<file path="src/logic/ssr_cfg.svh">
// constants for the status reporting block: register indices, bits, limits
`ifndef SSR_CFG_SVH
`define SSR_CFG_SVH
`define SSR_IDX_OPER_COND     4'h0
`define SSR_IDX_OPER_EVENT    4'h1
`define SSR_IDX_OPER_ENABLE   4'h2
`define SSR_IDX_OPER_RISE     4'h3
`define SSR_IDX_OPER_FALL     4'h4
`define SSR_IDX_QUES_COND     4'h5
`define SSR_IDX_QUES_EVENT    4'h6
`define SSR_IDX_QUES_ENABLE   4'h7
`define SSR_IDX_QUES_RISE     4'h8
`define SSR_IDX_QUES_FALL     4'h9
`define SSR_IDX_TEMP_COMP     4'hA
`define SSR_OPER_CAL_BIT      0
`define SSR_OPER_TRIG_BIT     3
`define SSR_OPER_MEAS_BIT     4
`define SSR_QUES_VOLT_BIT     0
`define SSR_QUES_TEMP_BIT     4
`define SSR_QUES_CAL_BIT      8
`define SSR_OPER_USED_MASK    16'h0019
`define SSR_QUES_USED_MASK    16'h0111
`define SSR_DRIFT_COMP_LIMIT  30
`define SSR_DRIFT_RAW_LIMIT   4
`define SSR_RESET_MASK        16'h0000
`define SSR_RESET_FILTER_RISE 16'hFFFF
`define SSR_RESET_FILTER_FALL 16'h0000
`endif

</file>
<file path="src/logic/ssr_pkg.sv">
// types for the status reporting block
package ssr_pkg;
    typedef logic [15:0] ssr_word_t;
    typedef enum logic [1:0] {
        SSR_ACC_IDLE,
        SSR_ACC_READ,
        SSR_ACC_WRITE
    } ssr_acc_t;
endpackage

</file>
<file path="src/logic/ssr_status_group.sv">
// one status group: condition, transition filters, event latch, mask
`timescale 1ns/1ns
`default_nettype none
`include "ssr_cfg.svh"
module ssr_status_group
    import ssr_pkg::*;
#(
    parameter int WIDTH = 16
) (
    input  wire logic             clk,
    input  wire logic             reset,
    input  wire logic [WIDTH-1:0] cond,
    input  wire logic [WIDTH-1:0] rise_filter,
    input  wire logic [WIDTH-1:0] fall_filter,
    input  wire logic [WIDTH-1:0] enable_mask,
    input  wire logic             clear_event,
    output logic      [WIDTH-1:0] event_latch,
    output logic                  summary
);
    typedef struct packed {
        logic [WIDTH-1:0] prev;
        logic [WIDTH-1:0] evt;
        logic             sum;
    } ssr_grp_state_t;

    ssr_grp_state_t state;
    ssr_grp_state_t next_state;
    logic [WIDTH-1:0] hits;

    always_comb begin
        next_state = state;
        next_state.prev = cond;
        hits = (cond & ~state.prev & rise_filter)
             | (~cond & state.prev & fall_filter);
        // a hit in the clearing cycle survives the clear
        next_state.evt = (clear_event ? '0 : state.evt) | hits;
        next_state.sum = |(next_state.evt & enable_mask);
    end

    always_ff @(posedge clk) begin
        if (reset) begin
            state <= '0;
        end else begin
            state <= next_state;
        end
    end

    assign event_latch = state.evt;
    assign summary     = state.sum;
endmodule
`default_nettype wire

</file>
<file path="src/logic/ssr_drift_check.sv">
// sensor temperature drift window against the calibration temperature
`timescale 1ns/1ns
`default_nettype none
`include "ssr_cfg.svh"
module ssr_drift_check
    import ssr_pkg::*;
#(
    parameter int TW = 8
) (
    input  wire logic signed [TW-1:0] temp_now,
    input  wire logic signed [TW-1:0] temp_cal,
    input  wire logic                 comp_active,
    output logic                      drift
);
    logic signed [TW:0] diff;
    logic        [TW:0] mag;
    logic        [TW:0] limit;

    always_comb begin
        diff  = {temp_now[TW-1], temp_now} - {temp_cal[TW-1], temp_cal};
        mag   = diff[TW] ? (TW+1)'(-diff) : diff;
        limit = comp_active ? (TW+1)'(`SSR_DRIFT_COMP_LIMIT)
                            : (TW+1)'(`SSR_DRIFT_RAW_LIMIT);
        drift = mag > limit;
    end
endmodule
`default_nettype wire

</file>
<file path="src/logic/ssr_status_top.sv">
// status reporting block: operation and questionable groups, register port
// What this block does
// - operation condition bit 0 high while a calibration runs
// - operation condition bit 3 high while waiting for trigger
// - operation condition bit 4 high while measuring
// - operation condition reads live, unused bits read zero
// - enabled rising filter latches event on a 0 to 1 change
// - enabled falling filter latches event on a 1 to 0 change
// - enabled operation event raises the operation summary bit
// - operation event latch reads back as 16 bits
// - enabled questionable event raises the questionable summary bit
// - questionable event latch reads back as 16 bits
// - preset clears both enable masks
// - preset also empties the error queue
// - questionable bit 0 high while a supply is out of range
// - questionable bit 4 high while sensor temperature drifted
// - questionable bit 8 high while sensor needs calibration or zero
// - compensation on: drift flag beyond 30 degrees either way
// - compensation off or absent: drift flag beyond 4 degrees
// - questionable condition reads live, unused bits read zero
// - compensation defaults on at power-up and on sensor insertion
`timescale 1ns/1ns
`default_nettype none
`include "ssr_cfg.svh"
module ssr_status_top
    import ssr_pkg::*;
#(
    parameter int TW = 8
) (
    input  wire logic                 CLK,
    input  wire logic                 RESET,
    input  wire logic                 CALIBRATING,
    input  wire logic                 WAIT_TRIGGER,
    input  wire logic                 MEASURING,
    input  wire logic                 SUPPLY_FAULT,
    input  wire logic                 NEEDS_CAL,
    input  wire logic                 SENSOR_HAS_COMP,
    input  wire logic                 SENSOR_INSERTED,
    input  wire logic signed [TW-1:0] SENSOR_TEMP,
    input  wire logic signed [TW-1:0] CAL_TEMP,
    input  wire logic                 REG_RD,
    input  wire logic                 REG_WR,
    input  wire logic                 PRESET,
    input  wire logic [3:0]           REG_IDX,
    input  wire logic [15:0]          REG_WDATA,
    output logic      [15:0]          REG_RDATA,
    output logic                      REG_ACK,
    output logic                      OPER_SUMMARY,
    output logic                      QUES_SUMMARY,
    output logic                      ERRQ_CLEAR
);
    typedef struct packed {
        ssr_word_t oper_cond;
        ssr_word_t ques_cond;
        ssr_word_t oper_enable_mask;
        ssr_word_t oper_rising_edge_filter;
        ssr_word_t oper_falling_edge_filter;
        ssr_word_t ques_enable_mask;
        ssr_word_t ques_rising_edge_filter;
        ssr_word_t ques_falling_edge_filter;
        logic      temp_comp;
        ssr_word_t rdata;
        logic      ack;
        logic      errq_clear;
        ssr_acc_t  acc;
    } ssr_top_state_t;

    ssr_top_state_t state;
    ssr_top_state_t next_state;
    ssr_word_t      oper_event;
    ssr_word_t      ques_event;
    logic           oper_sum;
    logic           ques_sum;
    logic           drift;
    // clear on the taking edge: a later clear would drop hits latched meanwhile
    logic           oper_clr;
    logic           ques_clr;

    ssr_drift_check #(
        .TW(TW)
    ) u_drift (
        .temp_now    (SENSOR_TEMP),
        .temp_cal    (CAL_TEMP),
        // sensors without a table always run uncompensated
        .comp_active (state.temp_comp & SENSOR_HAS_COMP),
        .drift       (drift)
    );

    ssr_status_group #(
        .WIDTH(16)
    ) u_oper (
        .clk         (CLK),
        .reset       (RESET),
        .cond        (state.oper_cond),
        .rise_filter (state.oper_rising_edge_filter),
        .fall_filter (state.oper_falling_edge_filter),
        .enable_mask (state.oper_enable_mask),
        .clear_event (oper_clr),
        .event_latch (oper_event),
        .summary     (oper_sum)
    );

    ssr_status_group #(
        .WIDTH(16)
    ) u_ques (
        .clk         (CLK),
        .reset       (RESET),
        .cond        (state.ques_cond),
        .rise_filter (state.ques_rising_edge_filter),
        .fall_filter (state.ques_falling_edge_filter),
        .enable_mask (state.ques_enable_mask),
        .clear_event (ques_clr),
        .event_latch (ques_event),
        .summary     (ques_sum)
    );

    always_comb begin
        next_state = state;
        next_state.ack        = 1'b0;
        next_state.errq_clear = 1'b0;
        oper_clr              = 1'b0;
        ques_clr              = 1'b0;
        next_state.acc        = SSR_ACC_IDLE;

        next_state.oper_cond = '0;
        next_state.oper_cond[`SSR_OPER_CAL_BIT]  = CALIBRATING;
        next_state.oper_cond[`SSR_OPER_TRIG_BIT] = WAIT_TRIGGER;
        next_state.oper_cond[`SSR_OPER_MEAS_BIT] = MEASURING;
        next_state.ques_cond = '0;
        next_state.ques_cond[`SSR_QUES_VOLT_BIT] = SUPPLY_FAULT;
        next_state.ques_cond[`SSR_QUES_TEMP_BIT] = drift;
        next_state.ques_cond[`SSR_QUES_CAL_BIT]  = NEEDS_CAL;

        if (SENSOR_INSERTED) begin
            next_state.temp_comp = 1'b1;
        end

        if (PRESET) begin
            next_state.oper_enable_mask = `SSR_RESET_MASK;
            next_state.ques_enable_mask = `SSR_RESET_MASK;
            next_state.errq_clear = 1'b1;
            next_state.ack        = 1'b1;
        end else if (REG_WR) begin
            next_state.acc = SSR_ACC_WRITE;
            next_state.ack = 1'b1;
            case (REG_IDX)
                `SSR_IDX_OPER_ENABLE: begin
                    next_state.oper_enable_mask = REG_WDATA;
                end
                `SSR_IDX_OPER_RISE: begin
                    next_state.oper_rising_edge_filter = REG_WDATA;
                end
                `SSR_IDX_OPER_FALL: begin
                    next_state.oper_falling_edge_filter = REG_WDATA;
                end
                `SSR_IDX_QUES_ENABLE: begin
                    next_state.ques_enable_mask = REG_WDATA;
                end
                `SSR_IDX_QUES_RISE: begin
                    next_state.ques_rising_edge_filter = REG_WDATA;
                end
                `SSR_IDX_QUES_FALL: begin
                    next_state.ques_falling_edge_filter = REG_WDATA;
                end
                `SSR_IDX_TEMP_COMP: begin
                    next_state.temp_comp = REG_WDATA[0];
                end
                default: begin
                    // read-only or unmapped: write ignored
                end
            endcase
        end else if (REG_RD) begin
            next_state.acc = SSR_ACC_READ;
            next_state.ack = 1'b1;
            case (REG_IDX)
                `SSR_IDX_OPER_COND: begin
                    next_state.rdata = state.oper_cond
                                     & `SSR_OPER_USED_MASK;
                end
                `SSR_IDX_OPER_EVENT: begin
                    next_state.rdata    = oper_event;
                    oper_clr         = 1'b1;
                end
                `SSR_IDX_OPER_ENABLE: begin
                    next_state.rdata = state.oper_enable_mask;
                end
                `SSR_IDX_OPER_RISE: begin
                    next_state.rdata = state.oper_rising_edge_filter;
                end
                `SSR_IDX_OPER_FALL: begin
                    next_state.rdata = state.oper_falling_edge_filter;
                end
                `SSR_IDX_QUES_COND: begin
                    next_state.rdata = state.ques_cond
                                     & `SSR_QUES_USED_MASK;
                end
                `SSR_IDX_QUES_EVENT: begin
                    next_state.rdata    = ques_event;
                    ques_clr         = 1'b1;
                end
                `SSR_IDX_QUES_ENABLE: begin
                    next_state.rdata = state.ques_enable_mask;
                end
                `SSR_IDX_QUES_RISE: begin
                    next_state.rdata = state.ques_rising_edge_filter;
                end
                `SSR_IDX_QUES_FALL: begin
                    next_state.rdata = state.ques_falling_edge_filter;
                end
                `SSR_IDX_TEMP_COMP: begin
                    next_state.rdata = {15'h0000, state.temp_comp};
                end
                default: begin
                    next_state.rdata = 16'h0000;
                end
            endcase
        end
    end

    always_ff @(posedge CLK) begin
        if (RESET) begin
            state <= '0;
            state.oper_rising_edge_filter <= `SSR_RESET_FILTER_RISE;
            state.ques_rising_edge_filter <= `SSR_RESET_FILTER_RISE;
            state.oper_falling_edge_filter <= `SSR_RESET_FILTER_FALL;
            state.ques_falling_edge_filter <= `SSR_RESET_FILTER_FALL;
            state.temp_comp <= 1'b1;
        end else begin
            state <= next_state;
        end
    end

    assign REG_RDATA    = state.rdata;
    assign REG_ACK      = state.ack;
    assign OPER_SUMMARY = oper_sum;
    assign QUES_SUMMARY = ques_sum;
    assign ERRQ_CLEAR   = state.errq_clear;
endmodule
`default_nettype wire

</file>
<file path="config.mk">
export PLATFORM = sky130hd
export DESIGN_NAME = ssr_status_top
export DESIGN_NICKNAME = d
export VERILOG_FILES = /design/src/logic/ssr_pkg.sv /design/src/logic/ssr_status_group.sv /design/src/logic/ssr_drift_check.sv /design/src/logic/ssr_status_top.sv
export VERILOG_INCLUDE_DIRS = /design/src /design/src/logic
export SDC_FILE = /design/constraint.sdc
export NUM_CORES = 1
export LEC_CHECK = 0
export ABC_CLOCK_PERIOD_IN_PS = 3540
export BUFFER_PORTS_ARGS = -buffer_cell sky130_fd_sc_hd__buf_2
export CAP_MARGIN = 25
export CORE_MARGIN = 5
export CORE_UTILIZATION = 46
export CTS_CLUSTER_DIAMETER = 60
export DETAILED_ROUTE_END_ITERATION = 7
export GPL_TIMING_DRIVEN = 0
export MAX_ROUTING_LAYER = met4
export PLACE_DENSITY = 0.67
export SLEW_MARGIN = 20
export SYNTH_ARGS = -nofsm -noshare
export SYNTH_HDL_FRONTEND = slang
export SYNTH_HIERARCHICAL = 1
export SYNTH_SLANG_ARGS = --single-unit
</file>
<file path="constraint.sdc">
create_clock -name CLK -period 3.54 [get_ports CLK]
set_input_delay 0.354 -clock CLK [delete_from_list [all_inputs] [get_ports CLK]]
set_output_delay 0.354 -clock CLK [all_outputs]
set_load 0.01 [all_outputs]
</file>
==> flow_summary.ini <==
[setup_path]
cp.required_ns = 3.85
critPathMaxStageDelay_ns = 0.44
cp_cell_sequence = buf_2 -> inv_1 -> ha_1 -> fa_1 -> nand2b_1 -> a21oi_1 -> o31ai_4 -> o21ai_0 -> xnor2_1 -> ha_1 -> nand2_1 -> nor2_1 -> a221o_1 -> a221o_1 -> nor2b_1
worstSetupPathType = in -> reg
critPathArrivalTime_ns = 3.31
crit_path_end_kind = register
crit_start = SENSOR_TEMP[0]
start_kind = input port
cp_max_fo = 5
slowest_stage = a221o_1
r2r-start = state[20]$_SDFF_PP1_

[placed_design]
gp_congestion = 1.02
io_buffers = 65
dp_hpwl_um = 27900

[global_route]
grt_usage = 0.309
first_global_vias = 8515
grt_pass1_wl_um = 53200
grt_start_max_net_pins = 18
globalRouteOverflowTotal = 0
antenna_found_initial = 1

[route]
route.detailed.drc = 0
drtIter0Drc = 1098
finalWirelength_um = 36200
vias = 9323
viasPerCell = 5.80
ant_nets = 0
wl_per_cell_um = 22.5
first_pass_iters = 5

[die]
ios = 68
rows = 52
die-width_um = 153
die_area_um2 = 23400
start_util = 0.466
die_h_um = 153
core_area_um2 = 20200

[finish]
final_util = 0.548
final_common_cell = nand2_1
final_cell_mix = 251 x nand2_1, 187 x dfxtp_1, 100 x conb_1
area_delta_synth_final_pct = 17.6
nets = 1384
drive_gt1_frac = 0.140
fillCellCount = 1968

[yosys]
ys_top_cells_by_area = dfxtp_1 40%, nand2_1 10%, nand3b_1 6.9%, a21oi_1 4.5%, buf_4 3.8%
yosysTopAreaCellShare = 0.398
synth_area_um2 = 9400
synth-edff-count = 0
ys_warn_count = 6
ys_seq_area_frac = 0.398
synth_area_per_cell_um2 = 8.25
synth_flop_cell = dfxtp_1
synth_cell_type_count = 70
netlist_instances = 1140
ys_ff_latch = 187
ys_async_sr_fraction = 0
synth_largest_area_cell = dfxtp_1

[sta]
slew_viol_final = 0
hold_ws_ns = 0.120
setup_viol = 0
clock-skew-final_ns = 0.00940
max_freq_ghz = 0.332
post-route-min-period_ns = 3.01
worst_pin_slew_ns = 0.957
hold_violations = 0
rsz0062_at_grt = no
period_share = 0.850
setup_tns_ns = 0
max-slew-margin-rel = 0.356

[pwr]
power_w = 0.00491
ir_worst_vdd_mv = 0.265
p_per_area_nw_per_um2 = 444
p_leak_nw = 4.42

[clock_network]
numCtsBuffers = 17
path_clk_slew_ns = 0.07
post_cts_buffers = 0
hold_buffers = 0
clockBufferDepth = 2
cts.sinks = 187
root_buffer = clkbuf_16
cts_tree = yes
cts_htree_levels = 4
cts_resized = 0
insertion_delay_ns = 0.45

[run_status]
status = completed

[min_path]
hp-start = NEEDS_CAL
hold_path.class = in -> reg

[job]
maxCapViolCount = 0
-- power by group --
| group | internal [W] | switching, W | total, W |
|---|---|---|---|
| clock | 0.00114 | 0.000906 | 0.00204 |
| combinational | 0.000256 | 0.000368 | 0.000625 |
| sequential | 0.00217 | 0.0000670 | 0.00224 |
| total | 0.00356 | 0.00134 | 0.00491 |
-- registers in the layout, indices dropped and copies added (netlist names) --
| signal | flops |
|---|---|
| state | 103 |
| ERRQ_CLEAR | 1 |
| u_oper/event_latch | 16 |
| u_oper/state | 16 |
| u_oper/summary | 1 |
| u_ques/state | 16 |
| u_ques/event_latch | 16 |
| REG_RDATA | 16 |
| u_ques/summary | 1 |
| REG_ACK | 1 |
-- synthesized netlist by cell type, drive strengths merged (25+ instances only) --
master  instances
a21oi          85
a22oi          34
a31oi          28
buf            70
clkbuf         38
dfxtp         187
inv            25
nand2         251
nand3b         87
nor2           30
nor2b          50
-- critical path: cells and delay by family --
kind	cells	cell delay [ns]
xor+xnor	1	0.15
buf+inv	2	0.10
fa+ha+maj	3	0.88
simple gates	4	0.48
compound gates	5	1.33
-- metrics by stage --
stage | worst slack, ns | std cells | area, um2
6_report | 0.532 | 1607 | 11100
3_5_place_dp | 0.0935 | 1574 | 10400
5_1_grt | 0.398 | 1607 | 11100
2_1_floorplan | 0.555 | 1239 | 9780
3_3_place_gp | 0.120 | 1574 | 10400
4_1_cts | 0.562 | 1606 | 11100
-- layout make-up --
type                       count  area [um2]  share of cell area
antenna                        1        2.50            0.000226
buffer                       108         621              0.0561
clock buffer                  19         433              0.0392
clock inverter                13         183              0.0165
inverter                      25        93.8             0.00849
multi-input combinational    919        5320               0.481
sequential                   187        3740               0.339
tap                          270         338              0.0306
timing repair buffer          65         325              0.0294
-- final timing paths --
check	endpoint	slack, ns	depth (start not counted)
setup reg to reg	state[121]$_SDFF_PP0_	1.33	8
hold reg to reg	REG_RDATA[4]$_SDFFE_PP0P_	0.46	2
hold / removal	state[125]$_SDFF_PP0_	0.12	2
setup / recovery	state[121]$_SDFF_PP0_	0.53	15
-- metal layers --
layer / routed length (um) / GRT usage / vias up
li1: - / - / 4291
met1: 15100 / 0.406 / 4421
met2: 16000 / 0.471 / 504
met3: 3410 / 0.0594 / 107
met4: 1690 / 0.124 / 0
met5: 0 / - / -
-- kinds of logic (layout without fill, tap and decap cells) --
logic type	count (synthesis)	after routing	synth area share
simple gates	509	509	0.279
compound gates	263	263	0.190
flops	187	187	0.398
buf+inv	133	230	0.0760
mux	26	26	0.0309
fa+ha+maj	13	13	0.0181
xor+xnor	8	8	0.00745
other cells	1	101	0.000399
Note: power is estimated with default switching activity, not from simulation.
